===== src/hw/bpei_pkg.sv =====
// Shared constants and carrier types for the tester counters and the
// transmit payload error inserter.
// Assumes a 32-bit APB slave and a line stream on the same clock.
package bpei_pkg;

  // Register byte offsets, one aligned word each.
  localparam logic [7:0] OFS_TESTER_CONTROL_ONE = 8'h00;
  localparam logic [7:0] OFS_TESTER_EVENT_INFO = 8'h04;
  localparam logic [7:0] OFS_RECEIVED_BIT_COUNT = 8'h08;
  localparam logic [7:0] OFS_ERRORED_BIT_COUNT = 8'h0C;
  localparam logic [7:0] OFS_ALT_WORD_REPEAT_COUNT = 8'h10;
  localparam logic [7:0] OFS_PATTERN = 8'h14;
  localparam logic [7:0] OFS_ERROR_RATE_CONTROL = 8'h18;
  localparam logic [7:0] OFS_ERROR_COUNT_LOW = 8'h1C;
  localparam logic [7:0] OFS_ERROR_COUNT_HIGH = 8'h20;
  localparam logic [7:0] OFS_ERRORS_REMAINING_LOW = 8'h24;
  localparam logic [7:0] OFS_ERRORS_REMAINING_HIGH = 8'h28;

  // Field positions in tester_control_one.
  localparam int unsigned CTL_LATCH_CLEAR = 0;
  localparam int unsigned CTL_ALT_WORD = 1;
  localparam int unsigned CTL_MASK_BIT_OVF = 2;
  localparam int unsigned CTL_MASK_ERR_OVF = 3;
  localparam int unsigned CTL_MASK_SYNC = 4;
  localparam int unsigned CTL_MASK_BIT_ERR = 5;
  localparam int unsigned CTL_W = 6;

  // Field positions in tester_event_info.
  localparam int unsigned INF_BIT_OVF = 0;
  localparam int unsigned INF_ERR_OVF = 1;
  localparam int unsigned INF_SYNC_CHG = 2;
  localparam int unsigned INF_BIT_ERR = 3;
  localparam int unsigned INF_SYNC_NOW = 4;
  localparam int unsigned INF_W = 4;

  // Field positions in error_rate_control.
  localparam int unsigned ERC_RATE_LSB = 0;
  localparam int unsigned ERC_CONTINUOUS = 4;
  localparam int unsigned ERC_CHAN_ONLY = 5;
  localparam int unsigned ERC_COUNT_LOAD = 7;

  // Widths.
  localparam int unsigned RATE_W = 4;
  localparam int unsigned BITCNT_W = 32;
  localparam int unsigned ERRCNT_W = 24;
  localparam int unsigned NOE_W = 10;
  localparam int unsigned RUN_W = 16;

  // Reset values.
  localparam logic [CTL_W-1:0] CTL_RST = 6'h00;
  localparam logic [7:0] ERC_RST = 8'h00;
  localparam logic [7:0] AWC_RST = 8'h01;
  localparam logic [31:0] PAT_RST = 32'hFFFFFFFF;
  localparam logic [NOE_W-1:0] NOE_RST = 10'h000;

  typedef struct packed {
    logic valid;
    logic data;
    logic fbit;
    logic frame_start;
    logic chan_sel;
  } bpei_tx_line_s;

  typedef struct packed {
    logic valid;
    logic data;
    logic sync;
  } bpei_rx_line_s;

  typedef struct packed {
    logic valid;
    logic data;
    logic inverted;
  } bpei_tx_out_s;

endpackage


===== src/hw/bpei_top.sv =====
// Pattern tester receive counters and T1 transmit payload error inserter.
// Assumes the line bit stream arrives as per-bit strobes on sys_clk_i,
// already framed, with framing bit, frame start and channel selection
// marked by the framer; software reaches the registers over APB.
`timescale 1ns/100ps

// Contract
// - Synced: count every received bit, 32 bits
// - Bit counter saturates, sets overflow flag
// - Synced: count every mismatching bit, 24 bits
// - Error counter saturates, sets overflow flag
// - Toggling latch-clear zeroes both counters
// - Alternating words repeat word-count times each
// - Insertion on transmit, T1 mode only
// - Corrupt whole payload or selected channels
// - Invert last bit of each rate sequence
// - Framing bits neither counted nor inverted
// - New rate applies at frame boundary
// - Rate select zero inserts no errors
// - Continuous bit gives unlimited insertion
// - Count-load rising edge starts counted burst
// - Error count is 10 bits, 0 to 1023
// - New count adopted only on load rising edge
// - Count of zero requests no errors
// - Errors-remaining readable at any time
// - Overflow events maskable, shown in info register
module bpei_top
  import bpei_pkg::*;
(
  input wire logic sys_clk_i, // 50 MHz system clock.
  input wire logic rst_n_i, // Asynchronous reset, active low.
  input wire logic clk_en_i, // Freezes all state while low.
  input wire logic psel_i, // APB select.
  input wire logic penable_i, // APB enable.
  input wire logic pwrite_i, // APB direction, high for write.
  input wire logic [7:0] paddr_i, // APB byte address.
  input wire logic [31:0] pwdata_i, // APB write data.
  output logic [31:0] prdata_o, // APB read data.
  output logic pready_o, // APB ready.
  output logic pslverr_o, // APB error for unmapped address.
  input wire logic t1_mode_i, // High while the line runs T1.
  input wire bpei_rx_line_s rx_line_i, // Received bit stream.
  input wire bpei_tx_line_s tx_line_i, // Transmit bit stream in.
  output bpei_tx_out_s tx_line_o, // Transmit bit stream out.
  output logic rx_sync_o // Registered copy of receive sync.
);

  function automatic logic [RUN_W-1:0] rate_len(
    input logic [RATE_W-1:0] sel
  );
    rate_len = RUN_W'(1) << sel;
  endfunction

  function automatic logic [31:0] word_of(
    input logic [7:0] lo,
    input logic [7:0] hi
  );
    word_of = {16'h0000, hi, lo};
  endfunction

  // Register state.
  logic [CTL_W-1:0] ctl_q;
  logic [7:0] erc_q;
  logic [7:0] awc_q;
  logic [31:0] pat_q;
  logic [NOE_W-1:0] noe_q;
  logic [INF_W-1:0] info_q;

  // Receive side state.
  logic [BITCNT_W-1:0] bitcnt_q;
  logic [ERRCNT_W-1:0] errcnt_q;
  logic [4:0] gen_idx_q;
  logic gen_word_q;
  logic [7:0] gen_rep_q;
  logic sync_q;

  // Transmit side state.
  logic [RATE_W-1:0] rate_act_q;
  logic [RUN_W-1:0] run_q;
  logic [NOE_W-1:0] remain_q;

  // Bus and transmit output state.
  logic pready_q;
  logic pslverr_q;
  logic [31:0] prdata_q;
  bpei_tx_out_s tx_q;

  // Bus decode.
  logic setup;
  logic access;
  logic wr_en;
  logic rd_en;
  logic [31:0] rd_data;
  logic rd_ok;

  assign setup = psel_i && !penable_i;
  assign access = psel_i && penable_i && pready_q;
  assign wr_en = access && pwrite_i;
  assign rd_en = access && !pwrite_i;

  logic wr_ctl;
  logic wr_erc;
  logic lc_toggle;
  logic load_req;
  logic info_read;

  assign wr_ctl = wr_en && (paddr_i == OFS_TESTER_CONTROL_ONE);
  assign wr_erc = wr_en && (paddr_i == OFS_ERROR_RATE_CONTROL);
  assign lc_toggle = wr_ctl &&
    (pwdata_i[CTL_LATCH_CLEAR] != ctl_q[CTL_LATCH_CLEAR]);
  // Only the 0 to 1 edge of the load bit counts, so software must write
  // a zero first to re-arm it.
  assign load_req = wr_erc && pwdata_i[ERC_COUNT_LOAD] &&
    !erc_q[ERC_COUNT_LOAD];
  assign info_read = rd_en && (paddr_i == OFS_TESTER_EVENT_INFO);

  always_comb begin
    rd_data = 32'h00000000;
    rd_ok = 1'b1;
    case (paddr_i)
      OFS_TESTER_CONTROL_ONE: rd_data = {26'h0000000, ctl_q};
      OFS_TESTER_EVENT_INFO: rd_data = {27'h0000000, sync_q, info_q};
      OFS_RECEIVED_BIT_COUNT: rd_data = bitcnt_q;
      OFS_ERRORED_BIT_COUNT: rd_data = {8'h00, errcnt_q};
      OFS_ALT_WORD_REPEAT_COUNT: rd_data = {24'h000000, awc_q};
      OFS_PATTERN: rd_data = pat_q;
      OFS_ERROR_RATE_CONTROL: rd_data = {24'h000000, erc_q};
      OFS_ERROR_COUNT_LOW: rd_data = {24'h000000, noe_q[7:0]};
      OFS_ERROR_COUNT_HIGH: rd_data = {30'h00000000, noe_q[9:8]};
      OFS_ERRORS_REMAINING_LOW: begin
        rd_data = {24'h000000, remain_q[7:0]};
      end
      OFS_ERRORS_REMAINING_HIGH: begin
        rd_data = {30'h00000000, remain_q[9:8]};
      end
      default: rd_ok = 1'b0;
    endcase
  end

  // One wait-free access: the answer is prepared in the setup cycle and
  // ready is raised for exactly the access cycle.
  always_ff @(posedge sys_clk_i or negedge rst_n_i) begin
    if (!rst_n_i) begin
      pready_q <= 1'b0;
      pslverr_q <= 1'b0;
      prdata_q <= 32'h00000000;
    end else if (clk_en_i) begin
      pready_q <= setup;
      pslverr_q <= setup && !rd_ok;
      if (setup && !pwrite_i && rd_ok) begin
        prdata_q <= rd_data;
      end else begin
        prdata_q <= 32'h00000000;
      end
    end
  end

  always_ff @(posedge sys_clk_i or negedge rst_n_i) begin
    if (!rst_n_i) begin
      ctl_q <= CTL_RST;
      erc_q <= ERC_RST;
      awc_q <= AWC_RST;
      pat_q <= PAT_RST;
      noe_q <= NOE_RST;
    end else if (clk_en_i && wr_en) begin
      case (paddr_i)
        OFS_TESTER_CONTROL_ONE: ctl_q <= pwdata_i[CTL_W-1:0];
        OFS_ALT_WORD_REPEAT_COUNT: awc_q <= pwdata_i[7:0];
        OFS_PATTERN: pat_q <= pwdata_i;
        OFS_ERROR_RATE_CONTROL: erc_q <= pwdata_i[7:0];
        OFS_ERROR_COUNT_LOW: noe_q[7:0] <= pwdata_i[7:0];
        OFS_ERROR_COUNT_HIGH: noe_q[9:8] <= pwdata_i[1:0];
        default: ;
      endcase
    end
  end

  // Receive pattern generator for the expected bit stream.
  logic rx_take;
  logic exp_bit;
  logic [31:0] word_a;
  logic [31:0] word_b;
  logic alt_mode;

  assign rx_take = rx_line_i.valid && rx_line_i.sync;
  assign alt_mode = ctl_q[CTL_ALT_WORD];
  assign word_a = word_of(pat_q[7:0], pat_q[15:8]);
  assign word_b = word_of(pat_q[23:16], pat_q[31:24]);

  always_comb begin
    if (alt_mode) begin
      exp_bit = gen_word_q ? word_b[gen_idx_q[3:0]] :
        word_a[gen_idx_q[3:0]];
    end else begin
      exp_bit = pat_q[gen_idx_q];
    end
  end

  // A repeat count of zero wraps through 255 and so gives 256 words.
  always_ff @(posedge sys_clk_i or negedge rst_n_i) begin
    if (!rst_n_i) begin
      gen_idx_q <= 5'h00;
      gen_word_q <= 1'b0;
      gen_rep_q <= 8'h00;
    end else if (clk_en_i) begin
      if (!rx_line_i.sync) begin
        gen_idx_q <= 5'h00;
        gen_word_q <= 1'b0;
        gen_rep_q <= 8'h00;
      end else if (rx_take && alt_mode) begin
        gen_idx_q <= {1'b0, gen_idx_q[3:0] + 4'h1};
        if (gen_idx_q[3:0] == 4'hF) begin
          if (gen_rep_q == awc_q - 8'h01) begin
            gen_rep_q <= 8'h00;
            gen_word_q <= !gen_word_q;
          end else begin
            gen_rep_q <= gen_rep_q + 8'h01;
          end
        end
      end else if (rx_take) begin
        gen_idx_q <= gen_idx_q + 5'h01;
      end
    end
  end

  // Receive counters.
  logic bit_full;
  logic err_full;
  logic bit_err;
  logic bit_ovf_ev;
  logic err_ovf_ev;
  logic sync_chg_ev;

  assign bit_full = &bitcnt_q;
  assign err_full = &errcnt_q;
  assign bit_err = rx_take && (rx_line_i.data != exp_bit);
  assign bit_ovf_ev = rx_take && !lc_toggle &&
    (bitcnt_q == {{(BITCNT_W-1){1'b1}}, 1'b0});
  assign err_ovf_ev = bit_err && !lc_toggle &&
    (errcnt_q == {{(ERRCNT_W-1){1'b1}}, 1'b0});
  assign sync_chg_ev = rx_line_i.sync != sync_q;

  always_ff @(posedge sys_clk_i or negedge rst_n_i) begin
    if (!rst_n_i) begin
      bitcnt_q <= '0;
    end else if (clk_en_i) begin
      if (lc_toggle) begin
        bitcnt_q <= '0;
      end else if (rx_take && !bit_full) begin
        bitcnt_q <= bitcnt_q + BITCNT_W'(1);
      end
    end
  end

  always_ff @(posedge sys_clk_i or negedge rst_n_i) begin
    if (!rst_n_i) begin
      errcnt_q <= '0;
    end else if (clk_en_i) begin
      if (lc_toggle) begin
        errcnt_q <= '0;
      end else if (bit_err && !err_full) begin
        errcnt_q <= errcnt_q + ERRCNT_W'(1);
      end
    end
  end

  always_ff @(posedge sys_clk_i or negedge rst_n_i) begin
    if (!rst_n_i) begin
      sync_q <= 1'b0;
    end else if (clk_en_i) begin
      sync_q <= rx_line_i.sync;
    end
  end

  // Event flags clear on read; an event in the reading cycle survives.
  always_ff @(posedge sys_clk_i or negedge rst_n_i) begin
    if (!rst_n_i) begin
      info_q <= '0;
    end else if (clk_en_i) begin
      if (info_read) begin
        info_q <= '0;
      end
      if (bit_ovf_ev && !ctl_q[CTL_MASK_BIT_OVF]) begin
        info_q[INF_BIT_OVF] <= 1'b1;
      end
      if (err_ovf_ev && !ctl_q[CTL_MASK_ERR_OVF]) begin
        info_q[INF_ERR_OVF] <= 1'b1;
      end
      if (sync_chg_ev && !ctl_q[CTL_MASK_SYNC]) begin
        info_q[INF_SYNC_CHG] <= 1'b1;
      end
      if (bit_err && !ctl_q[CTL_MASK_BIT_ERR]) begin
        info_q[INF_BIT_ERR] <= 1'b1;
      end
    end
  end

  // Transmit error inserter.
  logic eligible;
  logic run_last;
  logic armed;
  logic hit;
  logic continuous;

  assign continuous = erc_q[ERC_CONTINUOUS];
  assign eligible = tx_line_i.valid && t1_mode_i &&
    !tx_line_i.fbit &&
    (!erc_q[ERC_CHAN_ONLY] || tx_line_i.chan_sel);
  assign run_last = run_q == rate_len(rate_act_q) - RUN_W'(1);
  assign armed = (rate_act_q != '0) &&
    (continuous || (remain_q != '0));
  assign hit = eligible && run_last && armed;

  // The rate is only sampled at frame start so a frame is never split
  // between two rates; the run restarts with it.
  always_ff @(posedge sys_clk_i or negedge rst_n_i) begin
    if (!rst_n_i) begin
      rate_act_q <= '0;
      run_q <= '0;
    end else if (clk_en_i) begin
      if (tx_line_i.valid && tx_line_i.frame_start) begin
        rate_act_q <= erc_q[ERC_RATE_LSB +: RATE_W];
        run_q <= '0;
      end else if (eligible) begin
        if (run_last) begin
          run_q <= '0;
        end else begin
          run_q <= run_q + RUN_W'(1);
        end
      end
    end
  end

  always_ff @(posedge sys_clk_i or negedge rst_n_i) begin
    if (!rst_n_i) begin
      remain_q <= '0;
    end else if (clk_en_i) begin
      if (load_req) begin
        remain_q <= noe_q;
      end else if (hit && !continuous) begin
        remain_q <= remain_q - NOE_W'(1);
      end
    end
  end

  always_ff @(posedge sys_clk_i or negedge rst_n_i) begin
    if (!rst_n_i) begin
      tx_q <= '0;
    end else if (clk_en_i) begin
      tx_q.valid <= tx_line_i.valid;
      tx_q.data <= tx_line_i.data ^ hit;
      tx_q.inverted <= hit;
    end
  end

  assign prdata_o = prdata_q;
  assign pready_o = pready_q;
  assign pslverr_o = pslverr_q;
  assign tx_line_o = tx_q;
  assign rx_sync_o = sync_q;

endmodule


===== config.mk =====
export PLATFORM = sky130hd
export DESIGN_NAME = bpei_top
export DESIGN_NICKNAME = d
export VERILOG_FILES = /design/src/hw/bpei_pkg.sv /design/src/hw/bpei_top.sv
export SDC_FILE = /design/constraint.sdc
export NUM_CORES = 1
export LEC_CHECK = 0
export BUFFER_PORTS_ARGS = -buffer_cell sky130_fd_sc_hd__buf_4
export CAP_MARGIN = 10
export CORE_ASPECT_RATIO = 1.25
export CORE_UTILIZATION = 60
export CTS_CLUSTER_SIZE = 16
export DETAILED_ROUTE_END_ITERATION = 8
export HOLD_SLACK_MARGIN = 0.02
export PLACE_DENSITY_LB_ADDON = 0.05
export SETUP_SLACK_MARGIN = 0.3
export SYNTH_ARGS = -nofsm -noshare
export SYNTH_HDL_FRONTEND = slang
export SYNTH_SLANG_ARGS = --single-unit

===== constraint.sdc =====
create_clock -name sys_clk_i -period 9.13 [get_ports sys_clk_i]
set_input_delay 0.4565 -clock sys_clk_i [delete_from_list [all_inputs] [get_ports sys_clk_i]]
set_output_delay 0.4565 -clock sys_clk_i [all_outputs]
set_load 0.02 [all_outputs]

Word-level counts from Yosys, hierarchy flattened
Index checks and enable logic that the tools add are counted.
Word-level totals
  bits in registers: 206
  logic and storage cells: 181
Cells by class
  $add $sub $neg: 9
  $lt $le $gt $ge: 2
  equal/unequal tests: 22
  shift operators: 1
  mux-type cells: 36
  bitwise gates (word level): 1
  reduce and logical (&&, ||, !) cells: 85
Operators with widths (number)
  one-hot mux 32 bit (11 select lines): 1
  two-way mux 32 bit: 3
  two-way mux 16 bit: 3
  two-way mux 24 bit: 2
  logical AND 1 bit: 36
  adder 32 x 1 -> 32 bit, second input constant: 1
  == test 32 bit, second input constant: 1
  == test 8 x 5 -> 1 bit, second input constant: 4
  two-way mux 8 bit: 4
  AND reduction 2 bit: 16
  AND reduction 32 bit: 1
  adder 24 x 1 -> 24 bit, second input constant: 1
  == test 24 bit, second input constant: 1
  == test 8 x 6 -> 1 bit, second input constant: 3
  AND reduction 24 bit: 1
  two-way mux 10 bit: 2
  adder 16 x 1 -> 16 bit, second input constant: 1
  == test 16 bit: 1
  == test 8 x 4 -> 1 bit, second input constant: 2
  nonzero test 2 bit: 8
  << shifter 1 x 4 -> 16 bit, first input constant: 1
  subtractor 16 x 1 -> 16 bit, second input constant: 1
  zero test 1 bit: 15
  two-way mux 5 bit: 3
  25 further kinds: 44

Longest topological paths before layout
Gate-level depths: netlist of the first run.
  word-level depth: 11
  mapped depth: 14
  depth with buffers taken out: 10

Worst setup path after synthesis of the first run
No wires, ideal clock.
  kind: reg2reg
  from: register rate_act_q[2]
  to: register run_q[3]
  data arrival time: 3007 ps
  required time: 8993 ps
  setup slack: 5986 ps
  stages on the path, launching flop included: 15
  path buffers: 4
  period minus slack after synthesis: 3144 ps
  cell sequence: dfrtp_1 > buf_2 > clkbuf_1 > nor3_1 > nand2_1 > ha_1 > buf_2 > or3_1 > a21oi_1 > o21a_1 > o22ai_1 > o31a_1 > buf_2 > a41oi_1 > a31oi_1
On the way
  word-level cells in the longest chain between the ends: 6
Ends and longest elaborated chain
  from (decl): RTL line bpei_top.sv:78  | logic [RATE_W-1:0] rate_act_q;
  from (signal assigned): RTL line bpei_top.sv:322  | rate_act_q <= erc_q[ERC_RATE_LSB +: RATE_W];
  << shifter 1 x 4 -> 16 bit: RTL line bpei_top.sv:51  | rate_len = RUN_W'(1) << sel;
  subtractor 16 x 1 -> 16 bit: RTL line bpei_top.sv:309  | assign run_last = run_q == rate_len(rate_act_q) - RUN_W'(1);
  == test 16 bit: RTL line bpei_top.sv:309
  two-way mux 16 bit: RTL line bpei_top.sv:325  | if (run_last) begin
  two-way mux 16 bit: RTL line bpei_top.sv:324  | end else if (eligible) begin
  two-way mux 16 bit: RTL line bpei_top.sv:321  | if (tx_line_i.valid && tx_line_i.frame_start) begin
  to (signal assigned): RTL line bpei_top.sv:328  | run_q <= run_q + RUN_W'(1);
  to (decl): RTL line bpei_top.sv:79  | logic [RUN_W-1:0] run_q;
No other way between the ends. The select of a mux whose other input is x is not followed.
A chain may end at the register's enable or synchronous reset.

Final worst setup path of the first run
  from: register rate_act_q[3]
  to: register run_q[6]
The elaborated chain is that of the path after synthesis.

==> results of run 1 <==
sequential cells by signal (all words and copies together), names as in the netlist, 3 cells and up:
signal      count
info_q          4
remain_q       10
prdata_o       32
gen_rep_q       8
tx_line_o       3
noe_q          10
ctl_q           6
gen_idx_q       5
run_q          16
erc_q           8
errcnt_q       24
bitcnt_q       32
awc_q           8
pat_q          32
rate_act_q      4
power by group:
| part | leakage, nW | internal, mW | switching (mW) | total, mW |
|---|---|---|---|---|
| sequential | 2.69 | 0.950 | 0.0649 | 1.01 |
| combinational | 2.61 | 0.0853 | 0.115 | 0.200 |
| clock | 0.401 | 0.596 | 0.378 | 0.974 |
metal layers:
metal  wire (µm)  part of all wire (%)  GRT usage [%]  vias up
met5           0                     0              0        -
met4        1500                   4.8           16.6        0
met3        1710                   5.5           3.70       80
met2       15100                    48           55.2      336
met1       12900                    41           42.1     4731
li1            -                     -              -     4347
logic make-up (layout without fill, tap and decap cells):
family | Yosys count | after routing | synth area share, %
AND/OR/NAND/NOR | 401 | 401 | 19.2
multiplexers | 90 | 90 | 9.62
AO/OA/AOI/OAI | 262 | 262 | 16.8
flip-flops | 206 | 206 | 45.8
adder cells (fa/ha/maj) | 10 | 10 | 1.10
XOR/XNOR | 53 | 53 | 4.09
buffers and inverters | 93 | 171 | 3.46
stage by stage:
step	setup slack, ns	hold WS (ns)
finish	5.31	0.165
CTS	5.34	0.154
floorplan	5.99	0.161
detailed placement	5.35	0.470
global placement	5.47	0.465
global route	4.90	0.158
worst max-delay path: cells and delay by family (launching register included):
kind	cells	cell delay (ns)
and+or+nand+nor	3	0.56
DFF	1	0.77
AOI/OAI and AO/OA	5	1.91
buffers and inverters	1	0.18
adders and majority gates	1	0.31
placed cells by master (no fill, tap or decap), drive strengths merged, types with 12 or more instances in the layout:
master   instances
nand3           54
xor2            23
and3            26
buf            101
nand4           15
or3             12
mux2            75
xnor2           30
nand2           95
clkbuf          33
nor3            30
a21oi           40
a31oi           19
inv             27
dfrtp          173
nor4            14
a22oi           24
dfstp           33
a222oi          25
nand2b          19
nor2            67
o21ai           36
or4             17
o2bb2ai         30
final cells by class:
cell class | count | area, µm² | area share (%)
flip-flops and latches | 206 | 5200 | 40.2
inverters | 26 | 97.6 | 0.754
multi-input cells | 816 | 5780 | 44.7
repair buffers | 103 | 782 | 6.05
clock buffers | 32 | 669 | 5.17
clock inverters | 10 | 129 | 0.996
well taps | 228 | 285 | 2.21
repair_timing:
item,in CTS,in global routing
setup endpoints to repair,0,0
gates resized for setup,0,0
setup buffers,0,0
hold endpoints to repair,65,0
hold buffers,1,0
worst paths after layout:
check | startpoint | end | cells after the start
setup / recovery | rate_act_q[3] | run_q[6] | 10
hold / removal | pwdata_i[8] | pat_q[8] | 2
setup reg to reg | rate_act_q[3] | run_q[6] | 10
hold reg to reg | prdata_o[2] | prdata_o[2] | 1
max in group asynchronous | rst_n_i | prdata_o[28] | 3
min in group asynchronous | rst_n_i | run_q[9] | 2
==> results.yml, run 1 <==
worst_setup_path:
  path_max_fanout: 28
  r2r_slack_ns: 5.31
  critPathArrivalTime_ns: 4.25
  max_stage_delay_ns: 0.83
  crit_slowest_cell: "o31a_1"
  crit_path_end_kind: "flop"
  cp-start-kind: "flop"
  path_class: "reg2reg"
  path_cells: "inv_1 -> nand2_1 -> ha_1 -> or3b_1 -> a21oi_1 -> nor3_1 -> o2111ai_1 -> o31a_1 -> o21ai_0 -> a31oi_1"
  crit_required_ns: 9.55
routing:
  drtPass1Iterations: 9
  vias_per_cell: 6.68
  ant_nets: 0
  detail_route.wl_per_cell_um: 22.0
  postRouteWirelength_um: 31300
  first_iter_violations: 990
  drc: 16
  vias: 9494
placement:
  dp.cells: 1378
  place_hpwl_um: 21600
  io_buffers: 92
  dpl_cell_area_um2: 12100
  gp_congestion: 0.907
yosys:
  syn_nets: 1180
  syn_inst: 1115
  synth_most_common_cell: "dfrtp_1"
  ys_types: 75
  synthFlopType: "dfrtp_1"
  netlist_top_cells_count: "173 x dfrtp_1, 95 x nand2_1, 71 x mux2_2, 67 x nor2_1, 54 x nand3_1"
  synthTopCellsByArea: "dfrtp_1 38%, dfstp_2 7.6%, mux2_2 7.0%"
  synth-async-reset-ratio_pct: 100
  seq_area_frac_synth_pct: 45.8
  avgSynthCellArea_um2: 10.2
  synth_edf_count: 0
  synth_seq_cells: 206
  ys_warn_count: 0
  synth_top_cell_by_area: "dfrtp_1"
  syn-cell-area_um2: 11400
  synth_top_area_share_pct: 38.1
cells_and_area:
  final_cell_area_um2: 12900
  final_nets: 1241
  instances_no_fill: 1421
  utilization_pct: 70.7
  diodes: 0
  fillers: 1380
  areaGrowthSynthToFinish_pct: 13.9
  drive_gt1_share_pct: 22.5
clocking:
  clk_pin_slew_ns: 0.06
  clock_sinks: 206
  cts.path.max_buffers: 3
  htree_levels: 1
  cts_tree: "done"
  worstSkewPairLatency_ns: 0.52
  cts_buffers: 23
  clockRootBuffer: "clkbuf_16"
status:
  status: "finished with violations"
  failed_checks: "DRC"
die:
  core_area_um2: 18300
  die_w_um: 125
  fp-row-count: 55
  initial_utilization_pct: 62.0
  ios: 93
  die-area_um2: 19500
  die_height_um: 156
timing:
  max-slew-margin-rel_pct: 28.3
  hold_violations: 0
  tns_ns: 0
  finalCritPeriodShare_pct: 41.9
  setup_viol: 0
  slew_viol_final: 0
  fin_skew_ns: 0.0180
  rsz0062_at_grt: "false"
  tightest_slew_ns: 1.08
  fin_crit_ns: 3.82
  max_freq_mhz: 261
grt:
  grt_pass1_wl_um: 50600
  grt_max_degree: 79
  overflow: 0
  grt_usage_pct: 32.7
  grt_pass1_vias: 9268
  antenna_found_initial: 0
power:
  totalPowerFinal_mw: 2.19
  ir_worst_vdd_mv: 0.138
  p_leak_nw: 5.70
  power.density_nw_per_um2: 169
run:
  cap_violations: 0
min_path:
  hp-class: "in2reg"
No activity file was read; power rests on OpenSTA's default activity.
==> inputs of run 2 (changes only) <==
Clock period 9.13 ns to 3.8 ns, I/O delays scaled along.
==> run 2 against run 1 <==
- the flow still finishes with violations (DRC)
- clock-buffer cell count unchanged
- clock power up 120%
- setup slack lost 4.7 ns
- combinational power grew to 2.6 times the previous value
- utilization grew 2.1 points
- cell area rose by 3.0%
- sequential share of layout area decreased by 1.2 points
- sequential cell count did not move
- non-clock buffer count increased by 43
- first-iteration DRC count is 10% lower
- critical path type unchanged
- critical endpoint is now remain_q[1]
- largest cell class unchanged
- highest routed layer unchanged
==> results.yml, run 2 (synthesized netlist as in run 1, its figures left out) <==
routing:
  vias_per_cell: 6.58
  first_iter_violations: 891
  drtPass1Iterations: 9
  ant_nets: 0
  detail_route.wl_per_cell_um: 21.7
  drc: 12
  postRouteWirelength_um: 31700
  vias: 9624
clocking:
  clockRootBuffer: "clkbuf_16"
  clock_sinks: 206
  cts.path.max_buffers: 3
  worstSkewPairLatency_ns: 0.53
  clk_pin_slew_ns: 0.06
  cts_tree: "done"
  cts_buffers: 22
  htree_levels: 1
timing:
  setup_viol: 0
  slew_viol_final: 0
  fin_crit_ns: 3.23
  max_freq_mhz: 310
  finalCritPeriodShare_pct: 85.0
  max-slew-margin-rel_pct: 31.5
  fin_skew_ns: 0.0316
  tightest_slew_ns: 1.03
  final.setup.worst_slack_ns: 0.571
  rsz0062_at_grt: "false"
  tns_ns: 0
  hold_violations: 0
power:
  power.density_nw_per_um2: 386
  ir_worst_vdd_mv: 0.390
  p_leak_nw: 5.86
cells_and_area:
  fillers: 1333
  instances_no_fill: 1462
  utilization_pct: 72.8
  diodes: 0
  layout_common_cells: "173 x dfrtp_1, 107 x buf_4, 95 x nand2_1, 71 x mux2_2, 66 x nor2_1"
  final_nets: 1283
  drive_gt1_share_pct: 22.4
  final_cell_area_um2: 13300
  final_common_cell: "dfrtp_1"
  areaGrowthSynthToFinish_pct: 17.3
placement:
  io_buffers: 92
  dpl_cell_area_um2: 12200
  gp_congestion: 0.946
  dp.cells: 1385
  pre_cts_ws_ns: 0.470
  place_hpwl_um: 22000
die:
  die_w_um: 125
  initial_utilization_pct: 62.0
  die-area_um2: 19500
  die_height_um: 156
  fp-row-count: 55
  core_area_um2: 18300
  ios: 93
grt:
  grt_pass1_wl_um: 50600
  overflow: 0
  antenna_found_initial: 0
  grt_usage_pct: 33.0
  grt_max_degree: 115
  grt_pass1_vias: 9380
min_path:
  hp-class: "in2reg"
worst_setup_path:
  cp-start-kind: "flop"
  crit_required_ns: 4.19
  path_class: "reg2reg"
  critPathArrivalTime_ns: 3.62
  path_max_fanout: 16
  crit_path_end_kind: "flop"
status:
  failed_checks: "DRC"
  status: "finished with violations"
run:
  cap_violations: 0
run 2: changes by cell type in the layout (fill, tap and decap cells not counted), sizes merged:
cell,before,now
clkinvlp,0,1
dlygate4sd3,1,37
clkinv,6,5
bufinv,3,2
buf,101,108
inv,27,26
run 2: final timing paths:
kind,start,cells after the start,slack [ns],to
worst max-delay path,rate_act_q[1],10,0.57,remain_q[1]
min in group asynchronous,rst_n_i,2,0.38,run_q[6]
worst max register to register,rate_act_q[1],10,0.57,remain_q[1]
max in group asynchronous,rst_n_i,3,2.45,pat_q[0]
worst min register to register,prdata_o[0],1,0.48,prdata_o[0]
worst min-delay path,rx_line_i[2],3,0.05,gen_idx_q[3]
run 2: area by class of cell:
class	instances	area [µm²]	area share [%]
clock buffer	32	628	4.71
multi-input combinational	816	5810	43.6
clock inverter	8	104	0.779
timing repair buffer	146	1210	9.06
sequential	206	5200	39.0
tap	228	285	2.14
inverter	26	97.6	0.732
run 2: stage by stage:
step	total power [mW]	hold slack [ns]
detailed placement	2.95	0.383
finish	5.15	0.0535
CTS	5.17	0.0391
floorplan	2.72	-0.106
global placement	2.93	0.384
global route	5.33	0.0696
run 2: critical path, cell delays in order (launching register included):
cell and delay, ns:
dfrtp_1 0.53, nor3_2 0.36, nand2_1 0.10, ha_1 0.31
or3_1 0.40, a21oi_1 0.18, o21a_1 0.19, o21ai_0 0.14
nor4_4 0.50, o21ai_0 0.23, o2bb2ai_1 0.18
run 2: timing repair:
| action | in CTS | in global routing |
|---|---|---|
| setup endpoints to repair | 0 | 27 |
| hold buffers | 37 | 0 |
| resized for setup | 0 | 5 |
| hold endpoints to repair | 162 | 0 |
| buffers inserted | 0 | 0 |
run 2: power by group:
| part | internal (mW) | total, mW | leakage (nW) | switching, mW |
|---|---|---|---|---|
| logic | 0.235 | 0.523 | 2.81 | 0.288 |
| registers | 2.28 | 2.43 | 2.69 | 0.151 |
| clock network | 1.29 | 2.19 | 0.358 | 0.906 |
| total | 3.80 | 5.15 | 5.86 | 1.34 |
run 2: routing by layer:
metal  vias up  track usage [%]  share of wire [%]
met4         0             18.0                5.3
met5         -                0                  0
li1       4436                -                  -
met2       387             55.5                 49
met3        91             4.49                6.0
met1      4710             41.6                 40
